<file path="config.mk">
export PLATFORM = sky130hd
export DESIGN_NAME = hpm_top
export DESIGN_NICKNAME = d
export VERILOG_FILES = /design/src/hpm_pkg.sv /design/src/hpm_strobe_if.sv /design/src/hpm_strobe_sync.sv /design/src/hpm_top.sv
export SDC_FILE = /design/constraint.sdc
export NUM_CORES = 1
export LEC_CHECK = 0
export BUFFER_PORTS_ARGS = -buffer_cell sky130_fd_sc_hd__buf_2
export CORE_MARGIN = 1.5
export CORE_UTILIZATION = 50
export DETAILED_ROUTE_END_ITERATION = 8
export GPL_ROUTABILITY_DRIVEN = 0
export PLACE_DENSITY = 0.72
export SLEW_MARGIN = 10
export SYNTH_ARGS = -nofsm -noshare
export SYNTH_HDL_FRONTEND = slang
export SYNTH_HIERARCHICAL = 1
export SYNTH_SLANG_ARGS = --single-unit
</file>
<file path="constraint.sdc">
create_clock -name clk_in -period 3.1 [get_ports clk_in]
set_clock_uncertainty 0.2 [all_clocks]
set_input_delay 0.62 -clock clk_in [delete_from_list [all_inputs] [get_ports clk_in]]
set_output_delay 0.62 -clock clk_in [all_outputs]
set_load 0.05 [all_outputs]
</file>
<file path="src/hpm_pkg.sv">
// Purpose: Shared constants for the host port pin function mux
// Assumes: Registers reached over a plain address/strobe port
// Notes: Offsets are word indices on the plain register port
package hpm_pkg;
   localparam int PORT_BITS = 13;
   localparam int LOW_BITS = 8;
   localparam int ADDR_W = 4;
   // ======================================================
   // Register offsets
   localparam logic [3:0] OFF_CTRL = 4'h0;
   localparam logic [3:0] OFF_DIR = 4'h1;
   localparam logic [3:0] OFF_GPOUT = 4'h2;
   localparam logic [3:0] OFF_GPIN = 4'h3;
   localparam logic [3:0] OFF_HADDR = 4'h4;
   localparam logic [3:0] OFF_HDATA = 4'h5;
   localparam logic [3:0] OFF_HSTAT = 4'h6;
   localparam logic [3:0] OFF_HRDATA = 4'h7;
   // ======================================================
   // Port control register fields
   localparam int CTL_HOST_EN = 0;
   localparam int CTL_MUX = 1;
   localparam int CTL_DSTROBE = 2;
   localparam int CTL_AS_POL = 3;
   localparam int CTL_DS_POL = 4;
   localparam int CTL_CS_POL = 5;
   localparam int CTL_W = 6;
   localparam logic [5:0] CTL_RESET = 6'h00;
   localparam logic [12:0] DIR_RESET = 13'h0000;
   // Status fields
   localparam int ST_RD = 0;
   localparam int ST_WR = 1;
   localparam int SYNC_STAGES = 2;
endpackage

</file>
<file path="src/hpm_strobe_if.sv">
// Purpose: Carries synchronized strobe levels between modules
// Assumes: Single clock domain
// Notes: Strobes are active high after polarity handling
`timescale 1ns/1ps
interface hpm_strobe_if;
   logic raw;
   logic pol;
   logic level;
   modport sync_side (input raw, input pol, output level);
   modport user_side (output raw, output pol, input level);
endinterface // hpm_strobe_if

</file>
<file path="src/hpm_strobe_sync.sv">
// Purpose: Polarity correction and two-flop synchronizer for one strobe
// Assumes: Pin level stable enough for a two-stage synchronizer
// Notes: Output active high, polarity bit high means active-low pin
`timescale 1ns/1ps
module hpm_strobe_sync #(
   parameter int STAGES = hpm_pkg::SYNC_STAGES
)(
   input wire logic clk_in,
   input wire logic rst_in,
   hpm_strobe_if.sync_side s
);
   initial
   begin
      if (STAGES < 2) $error("hpm_strobe_sync needs two stages");
   end
   logic [STAGES-1:0] pipe;
   wire logic corrected = s.raw ^ s.pol;
   // ======================================================
   // Synchronizer chain
   always_ff @(posedge clk_in)
   begin
      if (rst_in)
         pipe <= '0;
      else
         pipe <= {pipe[STAGES-2:0], corrected};
   end
   assign s.level = pipe[STAGES-1];
endmodule // hpm_strobe_sync

</file>
<file path="src/hpm_top.sv">
// Purpose: Host port pin function mux with host bus slave and GPIO
// Assumes: Pin inputs synchronous except strobes, which are synchronized
// Assumes: Host holds each strobe and its data for three clock cycles
// Notes: Pins 0-7 data/addr-data, 8-12 address, strobe and rw pins
// Notes: Host edges are ignored for a few cycles after a control write
// Notes: Only the data pins ever drive in host mode
`timescale 1ns/1ps
module hpm_top #(
   parameter int PORT_BITS = hpm_pkg::PORT_BITS
)(
   input wire logic clk_in,
   input wire logic rst_in,
   input wire logic stop_mode_in,
   input wire logic [3:0] reg_addr_in,
   input wire logic [15:0] reg_wdata_in,
   input wire logic reg_wr_in,
   input wire logic reg_rd_in,
   output logic [15:0] reg_rdata_out,
   input wire logic [12:0] pin_in,
   input wire logic host_chip_select_in,
   output logic [12:0] pin_out,
   output logic [12:0] pin_oe_out,
   output logic host_access_out
);
   // Cycles during which host strobes are ignored after a control write
   localparam int SETTLE_CYCLES = hpm_pkg::SYNC_STAGES + 2;
   initial
   begin
      if (PORT_BITS != 13) $error("hpm_top supports exactly 13 port pins");
      if (hpm_pkg::SYNC_STAGES < 2) $error("hpm_top needs two synchronizer stages");
      if (hpm_pkg::LOW_BITS != 8) $error("hpm_top expects an 8-bit host data bus");
      if (hpm_pkg::CTL_W != 6) $error("hpm_top expects a 6-bit control field");
      if (hpm_pkg::CTL_CS_POL >= hpm_pkg::CTL_W) $error("polarity bit outside control field");
      if (SETTLE_CYCLES <= hpm_pkg::SYNC_STAGES) $error("settle span shorter than the chain");
      if (SETTLE_CYCLES > 7) $error("settle span exceeds its counter");
   end

   // ======================================================
   // Control state
   // Software-set registers, host-captured values and strobe history
   logic [5:0] port_control_reg;
   logic [12:0] pin_direction_reg;
   logic [12:0] gp_out_reg;
   logic [12:0] gp_in_reg;
   logic [10:0] host_addr_reg;
   logic [7:0] host_rdata_reg;
   logic [7:0] host_wdata_reg;
   logic [1:0] host_stat_reg;
   logic host_data_drive;
   logic rs_prev;
   logic ws_prev;
   logic as_prev;

   // Function decode
   // Host enable off means every pin is general-purpose I/O; the mux
   // and strobe bits only matter while host enable is set
   wire logic host_mode = port_control_reg[hpm_pkg::CTL_HOST_EN];
   wire logic mux_mode = port_control_reg[hpm_pkg::CTL_MUX];
   wire logic dbl_strobe = port_control_reg[hpm_pkg::CTL_DSTROBE];
   wire logic gp_mode = !host_mode;

   // Pin map by mode
   //    pin    gp mode    host non-mux     host mux
   //    0-7    bits 0-7   data 0-7         address/data 0-7
   //    8      bit 8      address 0        address strobe
   //    9      bit 9      address 1        address 8
   //    10     bit 10     address 2        address 9
   //    11     bit 11     rw or read strobe (single or double strobe)
   //    12     bit 12     data or write strobe (single or double strobe)
   // Chip select pin is used only by the non-mux host bus

   // ======================================================
   // Strobe synchronizers
   // Four strobe-like pins share one synchronizer design. Each pin is
   // first made active high by its polarity bit, then passed through
   // the two-flop chain, so every later decision uses a clean,
   // clock-aligned level. The read and write strobes of the double
   // strobe bus share the data strobe polarity bit. Pin 11 also feeds
   // its chain in single strobe mode, where it is the rw level and
   // its synchronized copy is simply not used.
   hpm_strobe_if as_if ();
   hpm_strobe_if ds_if ();
   hpm_strobe_if ws_if ();
   hpm_strobe_if cs_if ();
   assign as_if.raw = pin_in[8];
   assign as_if.pol = port_control_reg[hpm_pkg::CTL_AS_POL];
   assign ds_if.raw = pin_in[12];
   assign ds_if.pol = port_control_reg[hpm_pkg::CTL_DS_POL];
   assign ws_if.raw = pin_in[11];
   assign ws_if.pol = port_control_reg[hpm_pkg::CTL_DS_POL];
   assign cs_if.raw = host_chip_select_in;
   assign cs_if.pol = port_control_reg[hpm_pkg::CTL_CS_POL];

   hpm_strobe_sync u_as (.clk_in(clk_in), .rst_in(rst_in), .s(as_if));
   hpm_strobe_sync u_ds (.clk_in(clk_in), .rst_in(rst_in), .s(ds_if));
   hpm_strobe_sync u_rs (.clk_in(clk_in), .rst_in(rst_in), .s(ws_if));
   hpm_strobe_sync u_cs (.clk_in(clk_in), .rst_in(rst_in), .s(cs_if));

   // ======================================================
   // Settle guard after a control write
   // A control write can flip a strobe polarity or the pin function,
   // which moves the synchronized levels while the host does nothing.
   // Host edges stay masked until the chains have refilled.
   logic [2:0] settle_cnt;
   wire logic ctrl_write = reg_wr_in && reg_addr_in == hpm_pkg::OFF_CTRL;
   wire logic settled = (settle_cnt == 3'h0);
   // Counter reloads on every control write
   always_ff @(posedge clk_in)
   begin
      if (rst_in)
         settle_cnt <= 3'(SETTLE_CYCLES);
      else if (ctrl_write)
         settle_cnt <= 3'(SETTLE_CYCLES);
      else if (!settled)
         settle_cnt <= settle_cnt - 3'h1;
   end

   // Chip select counts only in non-mux mode
   wire logic cs_ok = mux_mode | cs_if.level;
   wire logic host_live = host_mode & !stop_mode_in & settled;
   // Latency: a pin change reaches the level outputs two edges later,
   // the edge detectors one more, so a strobe must stay for three
   // cycles and write data must stay that long after the strobe ends.
   // Single strobe: pin 12 strobe, pin 11 level selects read
   wire logic rw_is_read = pin_in[11];
   wire logic single_act = ds_if.level & cs_ok & !dbl_strobe;
   wire logic rd_act = dbl_strobe ? (ws_if.level & cs_ok) : (single_act & rw_is_read);
   wire logic wr_act = dbl_strobe ? (ds_if.level & cs_ok) : (single_act & !rw_is_read);
   wire logic rd_rise = host_live & rd_act & !rs_prev;
   wire logic wr_fall = host_live & !wr_act & ws_prev;
   wire logic as_rise = host_live & mux_mode & as_if.level & !as_prev;

   // ======================================================
   // Address decode from pins
   // Non-mux mode takes three address bits from pins 8 to 10. Mux
   // mode takes the low byte from the shared bus and two upper bits
   // from pins 9 and 10; the top address bit is not wired and stays 0.
   wire logic [2:0] nonmux_addr = pin_in[10:8];
   wire logic [1:0] mux_upper = pin_in[10:9];
   wire logic [10:0] next_host_addr =
      mux_mode ? {1'b0, mux_upper, pin_in[7:0]} : {8'h00, nonmux_addr};

   // ======================================================
   // Pin drive selection
   // Stop mode wins over every function: nothing drives, so a pin
   // held by the board cannot fight the port while clocks are low.
   // General-purpose mode drives the pins whose direction bit is set.
   // Host mode drives only the data pins, and only during a read.
   logic [12:0] next_pin_out;
   logic [12:0] next_pin_oe;
   always_comb
   begin
      next_pin_out = '0;
      next_pin_oe = '0;
      if (stop_mode_in)
      begin
         next_pin_out = '0;
         next_pin_oe = '0;
      end
      else if (gp_mode)
      begin
         next_pin_out = gp_out_reg;
         next_pin_oe = pin_direction_reg;
      end
      else
      begin
         next_pin_out[7:0] = host_rdata_reg;
         next_pin_oe[7:0] = {8{host_data_drive}};
      end
   end

   // Drive enabled while a read strobe is active
   // The data pins turn around only under a read strobe, so a host
   // that drives during a write never meets the port driving
   wire logic next_drive = host_live & rd_act;

   // ======================================================
   // Pin registers and host transfer tracking
   // The previous levels track the strobes in every mode, also while
   // host edges are masked, so that no stale level makes a false edge
   // when the mask lifts.
   // The access pulse marks the opening edge of a read, when data must
   // be ready, and the closing edge of a write, when the byte is
   // complete.
   always_ff @(posedge clk_in)
   begin
      if (rst_in)
      begin
         pin_out <= '0;
         pin_oe_out <= '0;
         host_data_drive <= 1'b0;
         rs_prev <= 1'b0;
         ws_prev <= 1'b0;
         as_prev <= 1'b0;
         host_access_out <= 1'b0;
      end
      else
      begin
         pin_out <= next_pin_out;
         pin_oe_out <= next_pin_oe;
         host_data_drive <= next_drive;
         rs_prev <= rd_act;
         ws_prev <= wr_act;
         as_prev <= as_if.level;
         host_access_out <= rd_rise | wr_fall;
      end
   end

   // ======================================================
   // Host address, data and status capture
   // The address is taken when the transfer opens: on the address
   // strobe in mux mode, else on the first edge of a read or write
   // strobe. Write data are taken when the write strobe closes, the
   // point at which a host bus guarantees them valid.
   // Transfer opening in non-mux mode, and status clear strobes
   wire logic open_nonmux = host_live & !mux_mode & (rd_rise | (wr_act & !ws_prev));
   wire logic wr_stat = reg_wr_in && reg_addr_in == hpm_pkg::OFF_HSTAT;
   wire logic clr_rd = wr_stat & reg_wdata_in[hpm_pkg::ST_RD];
   wire logic clr_wr = wr_stat & reg_wdata_in[hpm_pkg::ST_WR];
   // Capture registers
   always_ff @(posedge clk_in)
   begin
      if (rst_in)
      begin
         host_addr_reg <= '0;
         host_wdata_reg <= '0;
         host_stat_reg <= '0;
      end
      else
      begin
         if (as_rise)
            host_addr_reg <= next_host_addr;
         else if (open_nonmux)
            host_addr_reg <= next_host_addr;
         if (wr_fall)
            host_wdata_reg <= pin_in[7:0];
         // Set wins over the software clear, so an access that lands
         // in the clearing cycle is never lost
         if (rd_rise)
            host_stat_reg[hpm_pkg::ST_RD] <= 1'b1;
         else if (clr_rd)
            host_stat_reg[hpm_pkg::ST_RD] <= 1'b0;
         if (wr_fall)
            host_stat_reg[hpm_pkg::ST_WR] <= 1'b1;
         else if (clr_wr)
            host_stat_reg[hpm_pkg::ST_WR] <= 1'b0;
      end
   end

   // ======================================================
   // GPIO input sampling, frozen during stop
   // Levels are sampled every cycle in general-purpose mode and held
   // in stop, so software reads the last level seen before stop
   always_ff @(posedge clk_in)
   begin
      if (rst_in)
         gp_in_reg <= '0;
      else if (!stop_mode_in && gp_mode)
         gp_in_reg <= pin_in;
   end

   // ======================================================
   // Register writes
   // Register map, word offsets on the plain port
   //    0  control: host enable, mux, double strobe, three polarities
   //    1  direction, one bit per pin, high drives
   //    2  general-purpose output levels
   //    3  general-purpose input levels, frozen in stop (read only)
   //    4  last host address (read only)
   //    5  last byte written by the host (read only)
   //    6  host read and write flags, write one to clear
   //    7  byte driven to the host on its reads
   wire logic wr_ctrl = reg_wr_in && reg_addr_in == hpm_pkg::OFF_CTRL;
   wire logic wr_dir = reg_wr_in && reg_addr_in == hpm_pkg::OFF_DIR;
   wire logic wr_gpo = reg_wr_in && reg_addr_in == hpm_pkg::OFF_GPOUT;
   wire logic wr_hrd = reg_wr_in && reg_addr_in == hpm_pkg::OFF_HRDATA;
   always_ff @(posedge clk_in)
   begin
      if (rst_in)
      begin
         port_control_reg <= hpm_pkg::CTL_RESET;
         pin_direction_reg <= hpm_pkg::DIR_RESET;
         gp_out_reg <= '0;
         host_rdata_reg <= '0;
      end
      else
      begin
         if (wr_ctrl)
            port_control_reg <= reg_wdata_in[5:0];
         if (wr_dir)
            pin_direction_reg <= reg_wdata_in[12:0];
         if (wr_gpo)
            gp_out_reg <= reg_wdata_in[12:0];
         if (wr_hrd)
            host_rdata_reg <= reg_wdata_in[7:0];
      end
   end

   // ======================================================
   // Read mux, data in the cycle after the strobe
   // Read data are registered, so they stand in the cycle after the
   // read strobe only and are zero otherwise; software samples one cycle later
   logic [15:0] next_rdata;
   always_comb
   begin
      next_rdata = 16'h0000;
      case (reg_addr_in)
         hpm_pkg::OFF_CTRL: next_rdata = {10'h000, port_control_reg};
         hpm_pkg::OFF_DIR: next_rdata = {3'h0, pin_direction_reg};
         hpm_pkg::OFF_GPOUT: next_rdata = {3'h0, gp_out_reg};
         hpm_pkg::OFF_GPIN: next_rdata = {3'h0, gp_in_reg};
         hpm_pkg::OFF_HADDR: next_rdata = {5'h00, host_addr_reg};
         hpm_pkg::OFF_HDATA: next_rdata = {8'h00, host_wdata_reg};
         hpm_pkg::OFF_HSTAT: next_rdata = {14'h0000, host_stat_reg};
         hpm_pkg::OFF_HRDATA: next_rdata = {8'h00, host_rdata_reg};
         default: next_rdata = 16'h0000;
      endcase
   end

   always_ff @(posedge clk_in)
   begin
      if (rst_in)
         reg_rdata_out <= 16'h0000;
      else if (reg_rd_in)
         reg_rdata_out <= next_rdata;
      else
         reg_rdata_out <= 16'h0000;
   end
endmodule // hpm_top
</file>
## Word-level counts from Yosys, hierarchy flattened

Cells that the tools add are included.

| cells by class | value |
|---|---|
| reduce and logical (&&, ||, !) cells | 24 |
| add/subtract/negate cells | 1 |
| muxes and demuxes | 12 |
| eq/ne operators | 7 |
| bitwise operators | 27 |

Operator list:

| cell | count |
|---|---|
| one-hot mux 13 bit (8 select lines) | 1 |
| 2-to-1 mux 11 bit | 2 |
| AND 1 bit | 19 |
| == test 4 x 3 -> 1 bit, second input constant | 4 |
| 2-to-1 mux 8 bit | 2 |
| 2-to-1 mux 10 bit | 1 |
| logical NOT 1 bit | 9 |
| == test 4 x 2 -> 1 bit, second input constant | 2 |
| logical AND 1 bit | 6 |
| 2-to-1 mux 1 bit | 6 |
| nonzero test 2 bit | 3 |
| OR reduction 2 bit | 3 |
| == test 4 x 1 -> 1 bit, second input constant | 1 |
| logical NOT 4 bit | 1 |
| XOR 1 bit | 4 |
| logical NOT 3 bit | 1 |
| OR 1 bit | 3 |
| OR reduction 3 bit | 1 |
| subtractor 3 x 1 -> 3 bit, second input constant | 1 |
| NOT 1 bit | 1 |

| storage, ports and cells | value |
|---|---|
| word-level logic and storage cells | 95 |
| input bits | 39 |
| output and inout bits | 43 |
| register bits after elaboration | 132 |

## Logic depth before layout (Yosys ltp)

| depth | value |
|---|---|
| word-level depth | 11 |
| mapped depth | 7 |
| depth with buffers taken out | 6 |

## By module

The synthesis kept the hierarchy.

By module, submodules not included:

| module | area each (um^2) | instances | cells an instance | seq. area each (um^2) |
|---|---|---|---|---|
| hpm_top | 4690.7 | 1 | 520 | 2402.3 |
| hpm_strobe_sync | 58.8 | 4 | 5 | 40.0 |

## Worst setup path before layout

OpenSTA, ideal clock, no wires.

| timing | value |
|---|---|
| kind | input -> register |
| start point | in reg_addr_in[1] |
| end point | reg settle_cnt[2] |
| data required time | 2.766 ns |
| buffers on the path | 2 |
| slack | 1.082 ns |
| setup time | 0.134 ns |
| arrival time | 1.684 ns |
| cell stages on the path | 5 |
| path through | buf_2 nor2_1 and3_1 clkbuf_1 or4_1 |

| between the ends | value |
|---|---|
| word-level cells in the longest chain between the ends | 3 |

Ends and longest elaborated chain:

| element | line | text |
|---|---|---|
| start, declared | hpm_top.sv:14 | `input wire logic [3:0] reg_addr_in,` |
| logical NOT 4 bit | hpm_top.sv:105 | `wire logic ctrl_write = reg_wr_in && reg_addr_in == hpm_pkg::OFF_CTRL;` |
| logical AND 1 bit | hpm_top.sv:105 |  |
| OR reduction 2 bit (no line) | n/a |  |
| end signal, assigned | hpm_top.sv:111 | `settle_cnt <= 3'(SETTLE_CYCLES);` |
| end signal, assigned | hpm_top.sv:113 | `settle_cnt <= 3'(SETTLE_CYCLES);` |
| end signal, assigned | hpm_top.sv:115 | `settle_cnt <= settle_cnt - 3'h1;` |
| end, declared | hpm_top.sv:104 | `logic [2:0] settle_cnt;` |

Every way passes these cells.
A chain may end at the register's enable or synchronous reset.

## Worst setup path after layout

| timing | value |
|---|---|
| start point | reg port_control_reg[0] |
| end point | reg host_addr_reg[0] |

| between the ends | value |
|---|---|
| word-level cells in the longest chain between the ends | 7 |
| elaborated cells on any way between the ends | 12 |
| those cells by class | mux: 1; bitwise: 10; reduce/logical: 1 |

Ends and longest elaborated chain:

| element | line | text |
|---|---|---|
| start, declared | hpm_top.sv:41 | `logic [5:0] port_control_reg;` |
| start signal, assigned | hpm_top.sv:281 | `port_control_reg <= hpm_pkg::CTL_RESET;` |
| start signal, assigned | hpm_top.sv:289 | `port_control_reg <= reg_wdata_in[5:0];` |
| AND 1 bit (*) (2 in series) | hpm_top.sv:120 | `wire logic host_live = host_mode & !stop_mode_in & settled;` |
| AND 1 bit (2 in series) | hpm_top.sv:129 | `wire logic rd_rise = host_live & rd_act & !rs_prev;` |
| OR 1 bit | hpm_top.sv:216 | `wire logic open_nonmux = host_live & !mux_mode & (rd_rise \| (wr_act & !ws_prev));` |
| AND 1 bit | hpm_top.sv:216 |  |
| nonzero test 2 bit (no line) | n/a |  |
| end signal, assigned | hpm_top.sv:232 | `host_addr_reg <= next_host_addr;` |
| end signal, assigned | hpm_top.sv:234 | `host_addr_reg <= next_host_addr;` |
| end, declared | hpm_top.sv:45 | `logic [10:0] host_addr_reg;` |

Every way passes the cells marked *; elsewhere a longest branch is shown, timed or not.

==> results.md <==
* CP Class: flop to flop
* Synth top area share at 0.5202
* Synth area leader: dfxtp_1
* Die width at 102.3 um
* Clk slew on worst S/H paths at 0.06 ns
* Worst Path Arrival at 2.66 ns
* Clock Tree Buf Depth at 2
* Final WL at 12690 um
* Layer with the highest usage: met2
* Post-synthesis adder-cell area fraction at 0.005080
* Post-synthesis compound-gate area fraction at 0.1491
* Count leader, synth: dfxtp_1
* Via count at 4157
* Area Overhead vs Synth at 23.88%
* Worst reg2reg endpoint: host_addr_reg[0]
* EDFF count, synth at 0
* YS warnings at 6
* Remaining antenna violation count at 0
* TritonCTS clock tree: yes
* Largest family of logic cells by synthesized area: simple AND/OR/NAND/NOR gates
* Vias per cell at 5.506
* Gate Count Post-Synth at 540
* Status: finished clean
* DRC viols at 0
* List of most frequent post-synthesis cells: dfxtp_1 (128), nand2_1 (106), a21oi_1 (60)
* Hold depth at 3
* Worst-Margin Slew at 0.8920 ns
* Worst hold path endpoint: host_addr_reg[7]
* Routed WL per cell at 16.81 um
* Synth Area in Simple Gates at 0.1961
* Root Driver: clkbuf_8
* # rows at 36
* Core area at 9684 um^2
* Final max-slew violation count at 0
* Fill cells at 789
* Commonest register cell after synthesis: dfxtp_1
* LEAKAGE at 2.477 nW
* Chip height at 102.3 um
* Critical Path RT at 3.36 ns
* Ant diodes at 0
* Largest net degree at the start of global routing at 46
* Vias in the first global route at 3948
* Mux contribution to synthesized area at 0.07366
* # setup viols final at 0
* Global-route met1 utilization at 0.3336
* Initial Utilization at 0.5087
* Mean Syn Cell Area at 9.122 um^2
* Yosys cell types at 49
* Layout net count at 650
* Share of cells above drive strength 1 at 0.2042
* Grt ovf at 0
* Port bufs at 75
* Hold Path Class: input pin to flop
* CP Launch Type: flop
* Maximum VDD drop at 0.3643 mV
* M2 GR Usage at 0.3902
* Worst R2R Path Depth at 4
* Slew Limit Headroom at 0.4031
* 1st-pass router iterations at 7
* Layout Utilization at 0.6301
* Initial DRC count at 284
* Min Tclk post-route at 2.404 ns
* Skew-Pair Late Insertion Delay at 0.52 ns
* Register area share after synthesis at 0.5202
* Maximum capacitance violations at 0
* Post-CTS Setup Bufs at 0
* Post-Synth XOR/XNOR Area at 0.008890
* Hold slack final at 0.1416 ns
* Setup TNS at 0 ns
* Initial antenna violation count at 0
* # hold bufs at CTS at 0
* Yosys reg bits at 128
* Pwr Density at 713.8 nW/um^2
* Io pins at 82
* Register area at 2562 um^2
* Maximum clock frequency at 0.4159 GHz
* Min-delay src: pin_in[7]
* Synthesized cell area at 4926 um^2
* Period utilisation layout at 0.7756
* M3 GR Usage at 0.06566
* Depth of the CTS H-tree at 4
* Die area at 10460 um^2
* Origin of the critical flop-to-flop path: port_control_reg[0]
* Worst Setup End Kind: flop
* Hold violation count in the final report at 0
* RSZ-0062 raised after global routing: no
* Post-CTS sizing at 0
* All-Layer GR Usage at 0.2508
* First-pass GRT wire length at 19810 um
* Multi-input logic area at 2151 um^2
* CTS Sinks at 128
* Worst-path fanout max at 14
* FF-to-FF setup slack at 0.70 ns
* Top post-synthesis cells by area: dfxtp_1 (52%), nand2_1 (8.1%), mux2i_1 (6.9%), a21oi_1 (6.1%), nor2_1 (3.4%)
* TritonCTS Buffers at 17
* DPL Wire Length at 8589 um
* FFs w/ async S/R, synth at 0
## cells by family (layout without fill, tap and decap cells)
| family | after synthesis | count (layout) |
|---|---|---|
| AND/OR/NAND/NOR | 206 | 206 |
| flip-flops | 128 | 128 |
| AO/OA/AOI/OAI | 112 | 112 |
| buffers and inverters | 51 | 131 |
| multiplexers | 35 | 35 |
| XOR/XNOR | 5 | 5 |
| adder cells (fa/ha/maj) | 2 | 2 |
| other | 1 | 3 |
## metal layers
metal / share of wire / routed length (um)
met1: 0.44 / 5588
met4: 0.019 / 235
met2: 0.46 / 5874
met5: 0 / 0
met3: 0.078 / 993
## stage by stage
step	power (mW)	setup WS (ns)	instance area [um^2]	instances
global placement	1.979	0.6678	5388	723
floorplan	1.909	1.082	4933	542
detailed placement	1.995	0.6213	5388	723
CTS	4.365	0.6992	6102	755
global route	4.469	0.5931	6102	755
finish	4.356	0.6957	6102	755
## report_power, final
group | internal [mW] | switching [mW] | leakage (nW) | total, mW
sequential | 1.69 | 0.0272 | 1.04 | 1.71
combinational | 0.0916 | 0.162 | 1.10 | 0.253
clock | 1.66 | 0.732 | 0.342 | 2.39
total | 3.44 | 0.920 | 2.48 | 4.36
## worst max-delay path by stage
stage	from	end	slack (ns)	depth (start not counted)
CTS	port_control_reg[0]	host_addr_reg[0]	0.70	4
finish	port_control_reg[0]	host_addr_reg[0]	0.70	4
global route	port_control_reg[0]	host_addr_reg[2]	0.59	4
detailed placement	reg_addr_in[0]	pin_direction_reg[8]	0.62	5
floorplan	reg_addr_in[1]	settle_cnt[2]	1.08	5
global placement	reg_addr_in[0]	pin_direction_reg[10]	0.67	5
## critical path, stage by stage (launching register included)
cell,delay (ns)
dfxtp_1,0.81
and4bb_2,0.41
a21boi_1,0.24
o31a_1,0.45
o32a_1,0.24
## layout make-up
| type | instances | share of cell area |
|---|---|---|
| Sequential cell | 128 | 0.4199 |
| Multi-Input combinational cell | 363 | 0.3525 |
| Timing Repair Buffer | 83 | 0.07341 |
| Clock buffer | 19 | 0.07074 |
| Clock inverter | 13 | 0.04634 |
| Tap cell | 133 | 0.02727 |
| Inverter | 16 | 0.009842 |
## cell usage in the layout, fill, tap and decap left out, types with 3 or more instances in the layout
| cell | n |
|---|---|
| clkbuf_16 | 16 |
| o32a_1 | 3 |
| a221oi_1 | 4 |
| nor2_1 | 45 |
| buf_4 | 7 |
| dfxtp_1 | 128 |
| nand2_1 | 106 |
| mux2i_1 | 34 |
| nor3_1 | 5 |
| clkinv_4 | 4 |
| nor4_1 | 5 |
| a222oi_1 | 9 |
| nand2b_1 | 3 |
| a22oi_1 | 6 |
| buf_2 | 75 |
| nand3_1 | 3 |
| nor2b_1 | 8 |
| bufinv_16 | 8 |
| and2_1 | 14 |
| a21o_1 | 8 |
| conb_1 | 3 |
| a21oi_1 | 60 |
| a22o_1 | 4 |
| inv_1 | 16 |
| o31ai_1 | 7 |
| xnor2_1 | 5 |
(Power assumes the default switching activity.)
